==> src/bwd_cfg.svh <==
// Contract
// Downstream port sets received-system-error on fatal/nonfatal message; write one clears.
// Downstream port sets detected-parity-error on any poisoned TLP from below; W1C.
// Received target-abort and master-abort bits always read zero.
// Memory goes downstream when inside either valid memory window.
// Memory goes upstream only when outside both memory windows.
// Memory base holds bits 31:20, resets all ones, low bits taken as zero.
// Memory limit holds bits 31:20, resets zero, low bits taken as ones.
// Prefetch capability nibbles read 0h or 1h, default 1h, loadable only.
// Prefetch base/limit hold bits 31:20; reset ones/zero; low bits zero/ones.
// Prefetch upper words writable and decoded only when capability is 1h.
// I/O upper halves writable and decoded only when their capability is 1h.
// Capability pointer is read-only, defaults 40h, upper bits zero.
// Interrupt line is plain read-write scratch with no effect.
// Interrupt pin read-only, default 01h, loader may write only 00h/01h.
// Master-data-parity-error may set only while poisoned-response enable is one.
// Error-forward enable forwards messages; with command enable sets signaled-system-error.
// ISA alias blocks downstream last 768 bytes per 1 KB; forwards them upstream (code: first 64 KB only).
// VGA enable forwards VGA memory and I/O down, blocks them upstream.
// VGA forwarding needs memory/I/O enables; VGA enable resets zero.
// VGA enable makes the egress port store-and-forward.
// VGA 16-bit decode bit picks 10 or 16 bit VGA I/O decode.
// Invalid I/O window forwards nothing down and everything up (code: with VGA enabled, VGA I/O still goes down, not up).
// With response enabled, poisoned completion or forwarded write sets master parity.
// Decode always uses the current register contents.
`ifndef BWD_CFG_SVH
`define BWD_CFG_SVH
`define BWD_OFF_SEC_STAT 8'h1C
`define BWD_OFF_MEM_WIN 8'h20
`define BWD_OFF_PF_WIN 8'h24
`define BWD_OFF_PF_BASE_HI 8'h28
`define BWD_OFF_PF_TOP_HI 8'h2C
`define BWD_OFF_IO_HI 8'h30
`define BWD_OFF_CAP_PTR 8'h34
`define BWD_OFF_ROM 8'h38
`define BWD_OFF_BRG_CTL 8'h3C
`define BWD_RST_BASE 12'hFFF
`define BWD_RST_TOP 12'h000
`define BWD_RST_IO_BASE 4'hF
`define BWD_RST_IO_TOP 4'h0
`define BWD_RST_CAP 4'h1
`define BWD_CAP_64 4'h1
`define BWD_RST_CAP_PTR 8'h40
`define BWD_RST_INT_PIN 8'h01
`define BWD_BIT_MDPE 24
`define BWD_BIT_RSE 30
`define BWD_BIT_DPE 31
`define BWD_BIT_PERR 16
`define BWD_BIT_SERR 17
`define BWD_BIT_ISA 18
`define BWD_BIT_VGA 19
`define BWD_BIT_VGA16 20
`define BWD_BIT_SBR 22
`define BWD_VGA_MEM_LO 32'h000A_0000
`define BWD_VGA_MEM_HI 32'h000B_FFFF
`define BWD_VGA_IO_A_LO 10'h3B0
`define BWD_VGA_IO_A_HI 10'h3BB
`define BWD_VGA_IO_B_LO 10'h3C0
`define BWD_VGA_IO_B_HI 10'h3DF
`endif

==> src/bwd_pkg.sv <==
package bwd_pkg;
	typedef struct packed {
		logic wr;
		logic rd;
		logic init;
		logic [7:0] addr;
		logic [3:0] be;
		logic [31:0] wdata;
	} bwd_cfg_req_t;
	typedef struct packed {
		logic valid;
		logic upstream;
		logic is_io;
		logic [63:0] addr;
	} bwd_dec_req_t;
	typedef struct packed {
		logic err_fatal_nf;
		logic err_any;
		logic poison_rx;
		logic poison_cpl;
		logic poison_wr_fwd;
	} bwd_event_t;
	typedef struct packed {
		logic mem_en;
		logic io_en;
		logic serr_en;
		logic palette_snoop;
	} bwd_cmd_t;
	typedef struct packed {
		logic [3:0] io_cap_b;
		logic [3:0] io_base;
		logic [3:0] io_cap_t;
		logic [3:0] io_top;
		logic [11:0] mem_base;
		logic [11:0] mem_top;
		logic [3:0] pf_cap_b;
		logic [11:0] pf_base;
		logic [3:0] pf_cap_t;
		logic [11:0] pf_top;
		logic [31:0] pf_base_high;
		logic [31:0] pf_top_high;
		logic [15:0] io_base_hi;
		logic [15:0] io_top_hi;
		logic [7:0] cap_ptr;
		logic [7:0] int_line;
		logic [7:0] int_pin;
		logic perr_resp;
		logic serr_fwd;
		logic isa_en;
		logic vga_en;
		logic vga16;
		logic sec_bus_rst;
		logic mdpe;
		logic rse;
		logic dpe;
		logic [31:0] rdata;
		logic rvalid;
		logic dec_valid;
		logic dec_fwd;
		logic err_fwd;
		logic sse;
	} bwd_state_t;
endpackage : bwd_pkg

==> src/bwd_bridge_window_decode_regs.sv <==
`timescale 1ns/100ps
`default_nettype none
`include "bwd_cfg.svh"
module bwd_bridge_window_decode_regs (
	input wire logic i_clock,
	input wire logic i_rst,
	input wire logic i_is_downstream,
	input wire bwd_pkg::bwd_cfg_req_t i_cfg,
	input wire bwd_pkg::bwd_cmd_t i_cmd,
	input wire bwd_pkg::bwd_event_t i_ev,
	input wire bwd_pkg::bwd_dec_req_t i_dec,
	output logic [31:0] o_cfg_rdata,
	output logic o_cfg_rvalid,
	output logic o_dec_valid,
	output logic o_dec_fwd,
	output logic o_err_fwd,
	output logic o_sig_sys_err,
	output logic o_store_fwd,
	output logic o_sec_bus_rst
);
	bwd_pkg::bwd_state_t s_q;
	bwd_pkg::bwd_state_t s_d;
	logic [31:0] mask;
	logic [31:0] cur;
	logic [31:0] wv;
	logic sel_stat, sel_mem, sel_pf, sel_pbh, sel_pth, sel_ioh, sel_cap, sel_ctl;
	logic pf64_b, pf64_t, io32_b, io32_t;
	logic [63:0] a;
	logic [63:0] pf_lo, pf_hi;
	logic [31:0] io_lo, io_hi;
	logic mem_ok, pf_ok, io_ok, mem_hit, pf_hit, io_hit;
	logic isa_alias, vga_mem, vga_io, io64k;

	assign mask = {{8{i_cfg.be[3]}}, {8{i_cfg.be[2]}}, {8{i_cfg.be[1]}}, {8{i_cfg.be[0]}}};
	assign sel_stat = i_cfg.addr == `BWD_OFF_SEC_STAT;
	assign sel_mem = i_cfg.addr == `BWD_OFF_MEM_WIN;
	assign sel_pf = i_cfg.addr == `BWD_OFF_PF_WIN;
	assign sel_pbh = i_cfg.addr == `BWD_OFF_PF_BASE_HI;
	assign sel_pth = i_cfg.addr == `BWD_OFF_PF_TOP_HI;
	assign sel_ioh = i_cfg.addr == `BWD_OFF_IO_HI;
	assign sel_cap = i_cfg.addr == `BWD_OFF_CAP_PTR;
	assign sel_ctl = i_cfg.addr == `BWD_OFF_BRG_CTL;

	assign pf64_b = s_q.pf_cap_b == `BWD_CAP_64;
	assign pf64_t = s_q.pf_cap_t == `BWD_CAP_64;
	assign io32_b = s_q.io_cap_b == `BWD_CAP_64;
	assign io32_t = s_q.io_cap_t == `BWD_CAP_64;

	// Register read view; reserved bits and ROM base read zero
	always_comb begin
		case (i_cfg.addr)
			`BWD_OFF_SEC_STAT: cur = {s_q.dpe, s_q.rse, 2'b00, 3'b000, s_q.mdpe, 8'h00,
				s_q.io_top, s_q.io_cap_t, s_q.io_base, s_q.io_cap_b};
			`BWD_OFF_MEM_WIN: cur = {s_q.mem_top, 4'h0, s_q.mem_base, 4'h0};
			`BWD_OFF_PF_WIN: cur = {s_q.pf_top, s_q.pf_cap_t, s_q.pf_base, s_q.pf_cap_b};
			`BWD_OFF_PF_BASE_HI: cur = pf64_b ? s_q.pf_base_high : 32'h0000_0000;
			`BWD_OFF_PF_TOP_HI: cur = pf64_t ? s_q.pf_top_high : 32'h0000_0000;
			`BWD_OFF_IO_HI: cur = {io32_t ? s_q.io_top_hi : 16'h0000,
				io32_b ? s_q.io_base_hi : 16'h0000};
			`BWD_OFF_CAP_PTR: cur = {24'h00_0000, s_q.cap_ptr};
			`BWD_OFF_BRG_CTL: cur = {9'h000, s_q.sec_bus_rst, 1'b0, s_q.vga16, s_q.vga_en,
				s_q.isa_en, s_q.serr_fwd, s_q.perr_resp, s_q.int_pin, s_q.int_line};
			default: cur = 32'h0000_0000;
		endcase
	end

	// Byte-lane merge of write data
	assign wv = (cur & ~mask) | (i_cfg.wdata & mask);

	// Window limits built from current registers every request
	assign a = i_dec.addr;
	assign pf_lo = {pf64_b ? s_q.pf_base_high : 32'h0000_0000, s_q.pf_base, 20'h00000};
	assign pf_hi = {pf64_t ? s_q.pf_top_high : 32'h0000_0000, s_q.pf_top, 20'hFFFFF};
	assign io_lo = {io32_b ? s_q.io_base_hi : 16'h0000, s_q.io_base, 12'h000};
	assign io_hi = {io32_t ? s_q.io_top_hi : 16'h0000, s_q.io_top, 12'hFFF};
	assign mem_ok = s_q.mem_base <= s_q.mem_top;
	assign pf_ok = pf_lo <= pf_hi;
	assign io_ok = io_lo <= io_hi;
	// Memory window: low 20 bits zero for base, ones for limit
	assign mem_hit = mem_ok && (a[63:32] == 32'h0000_0000) && (a[31:20] >= s_q.mem_base)
		&& (a[31:20] <= s_q.mem_top);
	assign pf_hit = pf_ok && (a >= pf_lo) && (a <= pf_hi);
	assign io_hit = io_ok && (a[63:32] == 32'h0000_0000) && (a[31:0] >= io_lo)
		&& (a[31:0] <= io_hi);
	assign io64k = a[63:16] == 48'h0000_0000_0000;
	// Offsets 100h-3FFh of each 1 KB block in the first 64 KB are the ISA aliases
	assign isa_alias = s_q.isa_en && io64k && (a[9:8] != 2'b00);
	assign vga_mem = (a[63:32] == 32'h0000_0000) && (a[31:0] >= `BWD_VGA_MEM_LO)
		&& (a[31:0] <= `BWD_VGA_MEM_HI);
	// 10-bit decode ignores bits 15:10; 16-bit decode needs them zero
	assign vga_io = io64k && (!s_q.vga16 || a[15:10] == 6'h00)
		&& (((a[9:0] >= `BWD_VGA_IO_A_LO) && (a[9:0] <= `BWD_VGA_IO_A_HI))
		|| ((a[9:0] >= `BWD_VGA_IO_B_LO) && (a[9:0] <= `BWD_VGA_IO_B_HI)));

	always_comb begin
		logic vm, vi, down, up;
		down = 1'b0;
		up = 1'b0;
		s_d = s_q;
		vm = s_q.vga_en && i_cmd.mem_en && vga_mem;
		vi = s_q.vga_en && i_cmd.io_en && vga_io;
		// Downstream: VGA wins over windows and ISA alias
		if (i_dec.is_io) begin
			down = vi || (i_cmd.io_en && io_hit && !isa_alias);
			up = !vi && (!io_ok || !io_hit || (isa_alias && i_cmd.io_en));
		end else begin
			down = vm || mem_hit || pf_hit;
			up = !vm && !mem_hit && !pf_hit;
		end
		s_d.dec_valid = i_dec.valid;
		s_d.dec_fwd = i_dec.valid && (i_dec.upstream ? up : down);
		s_d.rvalid = i_cfg.rd;
		s_d.rdata = i_cfg.rd ? cur : s_q.rdata;
		s_d.err_fwd = s_q.serr_fwd && i_ev.err_any;
		s_d.sse = s_q.serr_fwd && i_cmd.serr_en && i_ev.err_any;
		if (i_cfg.wr) begin
			if (sel_stat) begin
				s_d.io_base = wv[7:4];
				s_d.io_top = wv[15:12];
				if (i_cfg.init) begin
					s_d.io_cap_b = wv[3:0];
					s_d.io_cap_t = wv[11:8];
					s_d.mdpe = wv[`BWD_BIT_MDPE];
					s_d.rse = wv[`BWD_BIT_RSE];
					s_d.dpe = wv[`BWD_BIT_DPE];
				end else begin
					// Write one clears
					s_d.mdpe = s_q.mdpe && !(i_cfg.be[3] && i_cfg.wdata[`BWD_BIT_MDPE]);
					s_d.rse = s_q.rse && !(i_cfg.be[3] && i_cfg.wdata[`BWD_BIT_RSE]);
					s_d.dpe = s_q.dpe && !(i_cfg.be[3] && i_cfg.wdata[`BWD_BIT_DPE]);
				end
			end
			if (sel_mem) begin
				s_d.mem_base = wv[15:4];
				s_d.mem_top = wv[31:20];
			end
			if (sel_pf) begin
				s_d.pf_base = wv[15:4];
				s_d.pf_top = wv[31:20];
				// Capability nibbles only from the loader, 0h or 1h
				if (i_cfg.init && wv[3:1] == 3'b000) begin
					s_d.pf_cap_b = wv[3:0];
				end
				if (i_cfg.init && wv[19:17] == 3'b000) begin
					s_d.pf_cap_t = wv[19:16];
				end
			end
			if (sel_pbh && pf64_b) begin
				s_d.pf_base_high = wv;
			end
			if (sel_pth && pf64_t) begin
				s_d.pf_top_high = wv;
			end
			if (sel_ioh && io32_b) begin
				s_d.io_base_hi = wv[15:0];
			end
			if (sel_ioh && io32_t) begin
				s_d.io_top_hi = wv[31:16];
			end
			if (sel_cap && i_cfg.init) begin
				s_d.cap_ptr = wv[7:0];
			end
			if (sel_ctl) begin
				s_d.int_line = wv[7:0];
				if (i_cfg.init && wv[15:9] == 7'h00) begin
					s_d.int_pin = wv[15:8];
				end
				s_d.perr_resp = wv[`BWD_BIT_PERR];
				s_d.serr_fwd = wv[`BWD_BIT_SERR];
				s_d.isa_en = wv[`BWD_BIT_ISA];
				s_d.vga_en = wv[`BWD_BIT_VGA];
				s_d.vga16 = wv[`BWD_BIT_VGA16];
				s_d.sec_bus_rst = wv[`BWD_BIT_SBR];
			end
		end
		// Hardware sets after clears so a same-cycle event is kept
		if (i_is_downstream && i_ev.err_fatal_nf) begin
			s_d.rse = 1'b1;
		end
		if (i_is_downstream && i_ev.poison_rx) begin
			s_d.dpe = 1'b1;
		end
		if (s_q.perr_resp && (i_ev.poison_cpl || i_ev.poison_wr_fwd)) begin
			s_d.mdpe = 1'b1;
		end
	end

	always_ff @(posedge i_clock or posedge i_rst) begin
		if (i_rst) begin
			s_q <= '0;
			s_q.io_cap_b <= `BWD_RST_CAP;
			s_q.io_cap_t <= `BWD_RST_CAP;
			s_q.io_base <= `BWD_RST_IO_BASE;
			s_q.io_top <= `BWD_RST_IO_TOP;
			s_q.mem_base <= `BWD_RST_BASE;
			s_q.mem_top <= `BWD_RST_TOP;
			s_q.pf_cap_b <= `BWD_RST_CAP;
			s_q.pf_cap_t <= `BWD_RST_CAP;
			s_q.pf_base <= `BWD_RST_BASE;
			s_q.pf_top <= `BWD_RST_TOP;
			s_q.cap_ptr <= `BWD_RST_CAP_PTR;
			s_q.int_pin <= `BWD_RST_INT_PIN;
		end else begin
			s_q <= s_d;
		end
	end

	assign o_cfg_rdata = s_q.rdata;
	assign o_cfg_rvalid = s_q.rvalid;
	assign o_dec_valid = s_q.dec_valid;
	assign o_dec_fwd = s_q.dec_fwd;
	assign o_err_fwd = s_q.err_fwd;
	assign o_sig_sys_err = s_q.sse;
	// Cut-through disabled while VGA forwarding is on
	assign o_store_fwd = s_q.vga_en;
	assign o_sec_bus_rst = s_q.sec_bus_rst;
endmodule : bwd_bridge_window_decode_regs
`default_nettype wire

==> config.mk <==
export PLATFORM = sky130hd
export DESIGN_NAME = bwd_bridge_window_decode_regs
export DESIGN_NICKNAME = d
export VERILOG_FILES = /design/src/bwd_pkg.sv /design/src/bwd_bridge_window_decode_regs.sv
export VERILOG_INCLUDE_DIRS = /design/src
export SDC_FILE = /design/constraint.sdc
export NUM_CORES = 1
export LEC_CHECK = 0
export ABC_CLOCK_PERIOD_IN_PS = 10500
export BUFFER_PORTS_ARGS = -buffer_cell sky130_fd_sc_hd__buf_2
export CAP_MARGIN = 30
export CORE_ASPECT_RATIO = 1.5
export CORE_MARGIN = 10
export CORE_UTILIZATION = 55
export DETAILED_ROUTE_END_ITERATION = 10
export GPL_TIMING_DRIVEN = 0
export PLACE_DENSITY = 0.83
export SLEW_MARGIN = 20
export SYNTH_ARGS = -nofsm -noshare
export SYNTH_HDL_FRONTEND = slang
export SYNTH_SLANG_ARGS = --single-unit
==> constraint.sdc <==
create_clock -name i_clock -period 10.5 [get_ports i_clock]
set_input_delay 0.525 -clock i_clock [delete_from_list [all_inputs] [get_ports i_clock]]
set_output_delay 0.525 -clock i_clock [all_outputs]
set_load 0.05 [all_outputs]
Word level (Yosys, flattened, before mapping):

Cells that the tools add are included.

* logic and storage cells: 172
* bits of input ports: 126
* flip-flop bits (word level): 238

* bitwise logic cells: 4
* reductions and logical operators: 95
* $lt $le $gt $ge: 15
* multiplexer cells: 14
* equality and inequality tests: 12

Operator list (count)
* case mux 32 bit (8 select lines): 1
* <= comparator 64 bit: 2
* bitwise AND 32 bit: 2
* >= comparator 64 bit: 1
* <= comparator 32 bit: 2
* 2-to-1 mux 32 bit: 2
* equality test 8 x 6 -> 1 bit (second input constant): 7
* logical NOT 48 bit: 1
* logical AND 1 bit: 47
* >= comparator 32 x 20 -> 1 bit (second input constant): 1
* >= comparator 32 bit: 1
* <= comparator 32 x 20 -> 1 bit (second input constant): 1
* logical NOT 32 bit: 1
* 2-to-1 mux 16 bit: 2
* inverter 32 bit: 1
* bitwise OR 32 bit: 1
* <= comparator 12 bit: 2
* AND reduction 2 bit: 12
* >= comparator 10 bit (second input constant): 2
* <= comparator 10 bit (second input constant): 2
* equality test 4 x 1 -> 1 bit (second input constant): 4
* nonzero test 2 bit: 7
* >= comparator 12 bit: 1
* AND reduction 3 bit: 4
* 8 further kinds: 33

Logic depth before layout (Yosys ltp):

* depth in word-level cells: 13
* gate-level depth with buffers: 16

Worst setup path after synthesis:

OpenSTA, ideal clock, no wires.

* path type: register to register
* start point: reg s_q[194] (netlist bit)
* end point: reg s_q, in the netlist o_dec_fwd
* path slack: 6.478 ns
* library setup time: 0.125 ns
* clock period less this slack: 4.022 ns
* arrival: 3.898 ns
* cell stages (with the launch flop): 15
* path through: dfstp_2 nor4b_2 clkbuf_1 buf_2 buf_2 nand2_1 inv_1 ha_1 nand4_1 or4_1 or4_1 o32a_1 a2111oi_0 a211o_1 a21boi_1

RTL lines
* start: declaration: RTL line bwd_bridge_window_decode_regs.sv:21 `bwd_pkg::bwd_state_t s_q;`

==> results.toml <==
[detailed_routing]
drtPass1Iterations = 6
drc_errors = 0
vias = 15100
wl_per_cell_um = 25.8
routed_wl_um = 60500
dr.first_iter.drc_count = 1699
final_antenna_net_count = 0
drt-vias-per-instance = 6.46

[run]
max_cap_violations = 0

[global_routing]
grtUsageTotal = 0.314
grt.met2_usage = 0.537
grt_util_met1 = 0.339
grt_start_max_net_pins = 103
grt.overflow.total = 0
use_met3 = 0.0587
antenna_found_initial = 0
grt_pass1_vias = 15500
busiest_layer = "met2"
grt_pass1_wl_um = 90600

[timing]
fmax_mhz = 161
fin_tns_setup_ns = 0
setup_violations = 0
fin_skew_ns = 0.0143
relSlewSlack = 0.302
period_needed_ns = 6.23
fin_crit_sh = 0.593
holdWs_ns = 0.104
worst_slew_pin_slew_ns = 1.02
hold_viol_final = 0
slew_viol_final = 0
rsz0062_at_grt = "false"

[synth]
synth_nets = 2087
syn-cell-area_um2 = 16600
synthArstFlopShare = 1.00
synth_seq_cells = 238
synth_cells = 1737
synth_seq_area_share = 0.362
yosys_warnings = 0
synth-edff-count = 0
synth_cell_types = 73
syn_area_per_cell_um2 = 9.54
synth-main-ff-cell = "dfrtp_1"

[clock_tree]
cts_made_buffers = 24
cts_tree = "yes"
clock-root-buffer = "clkbuf_16"
post_cts_buffers = 0
cts.path.max_buffers = 3
clk_pin_slew_ns = 0.07
clock-sinks = 238
cts-htree-levels = 1
clk_latency_ns = 0.55

[power]
total_power_mw = 2.16
p_per_area_nw_per_um2 = 115
leakage_nw = 9.07
peakVddDrop_mv = 0.107

[worst_setup_path]
cp.arrival_ns = 6.70
startpoint = "s_q[194]"
rrSetupSlack_ns = 4.27
cp_max_fo = 10
r2r-start = "s_q[194]"
start_kind = "flip-flop"
critPathKind = "reg -> reg"
endpoint_kind = "flip-flop"
required_ns = 10.97

[placement]
portBuffers = 160
place_congestion = 1.01
hpwl_um = 48700
postPlaceCellArea_um2 = 17900

[die]
pin_count = 165
die_height_um = 233
start_util = 0.560
placementRows = 77
die_x_um = 162
dieArea_um2 = 37600
fp.coreArea_um2 = 29600

[hold_path]
hp-class = "in -> reg"
min-delay-start = "i_cfg[45]"

[layout]
final_nets = 2279
stdcell_area_um2 = 18800
areaGrowthSynthToFinish_pct = 13.5
antenna_cells = 0
drive_gt1_frac = 0.231

[run_status]
status = "complete, no violations"
state kept, by name, summed over array words and instances, names as in the netlist:
| register | flops |
|---|---|
| io_hi | 4 |
| o_cfg_rdata | 32 |
| o_dec_valid | 1 |
| pf_hi | 12 |
| s_q | 167 |
| o_sec_bus_rst | 1 |
| o_sig_sys_err | 1 |
| o_dec_fwd | 1 |
| pf_lo | 12 |
| io_lo | 4 |
| o_err_fwd | 1 |
| o_store_fwd | 1 |
| o_cfg_rvalid | 1 |
metal layers:
| layer | routed length (um) | part of all wire |
|---|---|---|
| met5 | 0 | 0 |
| met1 | 21100 | 0.35 |
| met4 | 5220 | 0.086 |
| met3 | 4870 | 0.081 |
| met2 | 29300 | 0.48 |
repair_timing:
action	in CTS	in global routing
resized for setup	0	0
hold endpoints to repair	40	0
setup endpoints to repair	0	0
hold buffers	1	0
layout make-up:
type / instances / area (um2)
flip-flops and latches: 238 / 6000
clock inverters: 11 / 113
fillers: 2464 / 10800
repair buffers: 166 / 886
well taps: 395 / 494
multi-input cells: 1280 / 9610
inverters: 121 / 462
plain buffers: 98 / 523
clock buffers: 33 / 726
cells by family after synthesis:
logic type / synth area share
DFF: 0.362
muxes: 0.108
and+or+nand+nor: 0.148
AOI/OAI and AO/OA: 0.153
buffers and inverters: 0.0590
adders and majority gates: 0.169
layout by cell type (no fill, tap or decap), types with 5 or more instances in the layout:
cell / count
a211oi_1: 10
dfstp_2: 34
ha_1: 224
a31oi_1: 5
nor3_1: 12
nor4_1: 21
a2111oi_0: 9
nor2b_1: 21
a21oi_1: 88
o211ai_1: 24
a221o_1: 6
and3_1: 11
nand4_1: 46
o21ai_0: 125
clkbuf_8: 7
mux2i_1: 20
a222oi_1: 20
clkinv_2: 6
nand3_1: 38
buf_2: 174
a22oi_1: 27
inv_1: 120
clkbuf_1: 48
and2_1: 12
nor2_1: 57
a221oi_1: 8
o22ai_1: 5
mux2_2: 136
buf_4: 33
o21a_1: 10
o31ai_1: 5
nand2_1: 249
clkbuf_16: 25
dfrtp_1: 204
a21o_1: 26
and4_1: 6
per-stage QoR:
stage	std cells	utilization	worst slack, ns
CTS	2341	0.636	4.58
global placement	2292	0.604	1.13
finish	2342	0.636	4.27
detailed placement	2296	0.607	4.60
floorplan	1737	-	3.50
global route	2342	0.636	4.33
Yosys cell counts, types with 4 or more instances:
master,count,share of area
nor3_1,12,0.0036
a221o_1,6,0.0036
nand3_1,38,0.011
a222oi_1,20,0.012
inv_1,121,0.027
clkbuf_1,47,0.011
o211ai_1,24,0.011
ha_1,224,0.17
and4_1,6,0.0032
a211oi_1,10,0.0045
a21o_1,26,0.012
a21oi_1,88,0.027
a31oi_1,5,0.0019
o21a_1,10,0.0045
and2_1,12,0.0045
nor4_1,21,0.0079
nand4_1,46,0.017
and3_1,11,0.0042
a2111oi_0,9,0.0048
dfstp_2,34,0.054
a221oi_1,8,0.0042
nor2b_1,21,0.0079
dfrtp_1,204,0.31
mux2i_1,20,0.012
o31ai_1,5,0.0023
buf_2,13,0.0039
nor2_1,57,0.013
a32oi_1,4,0.0021
o21ai_0,125,0.038
nand2_1,249,0.056
buf_4,33,0.015
mux2_2,136,0.092
a22oi_1,27,0.012
o22ai_1,5,0.0019
critical path: stages, from the launching register on:
cell       delay, ns
dfstp_2         0.55
nor4b_2         0.74
clkbuf_1        0.52
buf_2           0.43
buf_2           0.40
nand2_1         0.23
ha_1            0.35
nand4_1         0.15
nor4_1          0.89
and3_1          0.29
a221oi_1        0.08
a221oi_1        0.81
a2111oi_0       0.25
a211o_1         0.29
a21boi_1        0.16
path summary, 6_finish.rpt:
kind | to | depth (start not counted)
setup / recovery | o_dec_fwd | 14
hold / removal | o_cfg_rvalid | 1
setup reg to reg | o_dec_fwd | 14
hold reg to reg | s_q[46] | 2
max in group asynchronous | s_q[210] | 5
min in group asynchronous | o_cfg_rdata[17] | 3
report_power, final:
group	leakage [nW]	switching [mW]	internal [mW]
Sequential	3.16	0.0176	0.937
Clock	0.412	0.386	0.532
Combinational	5.50	0.179	0.106
Note: power is estimated with default switching activity, not from simulation.
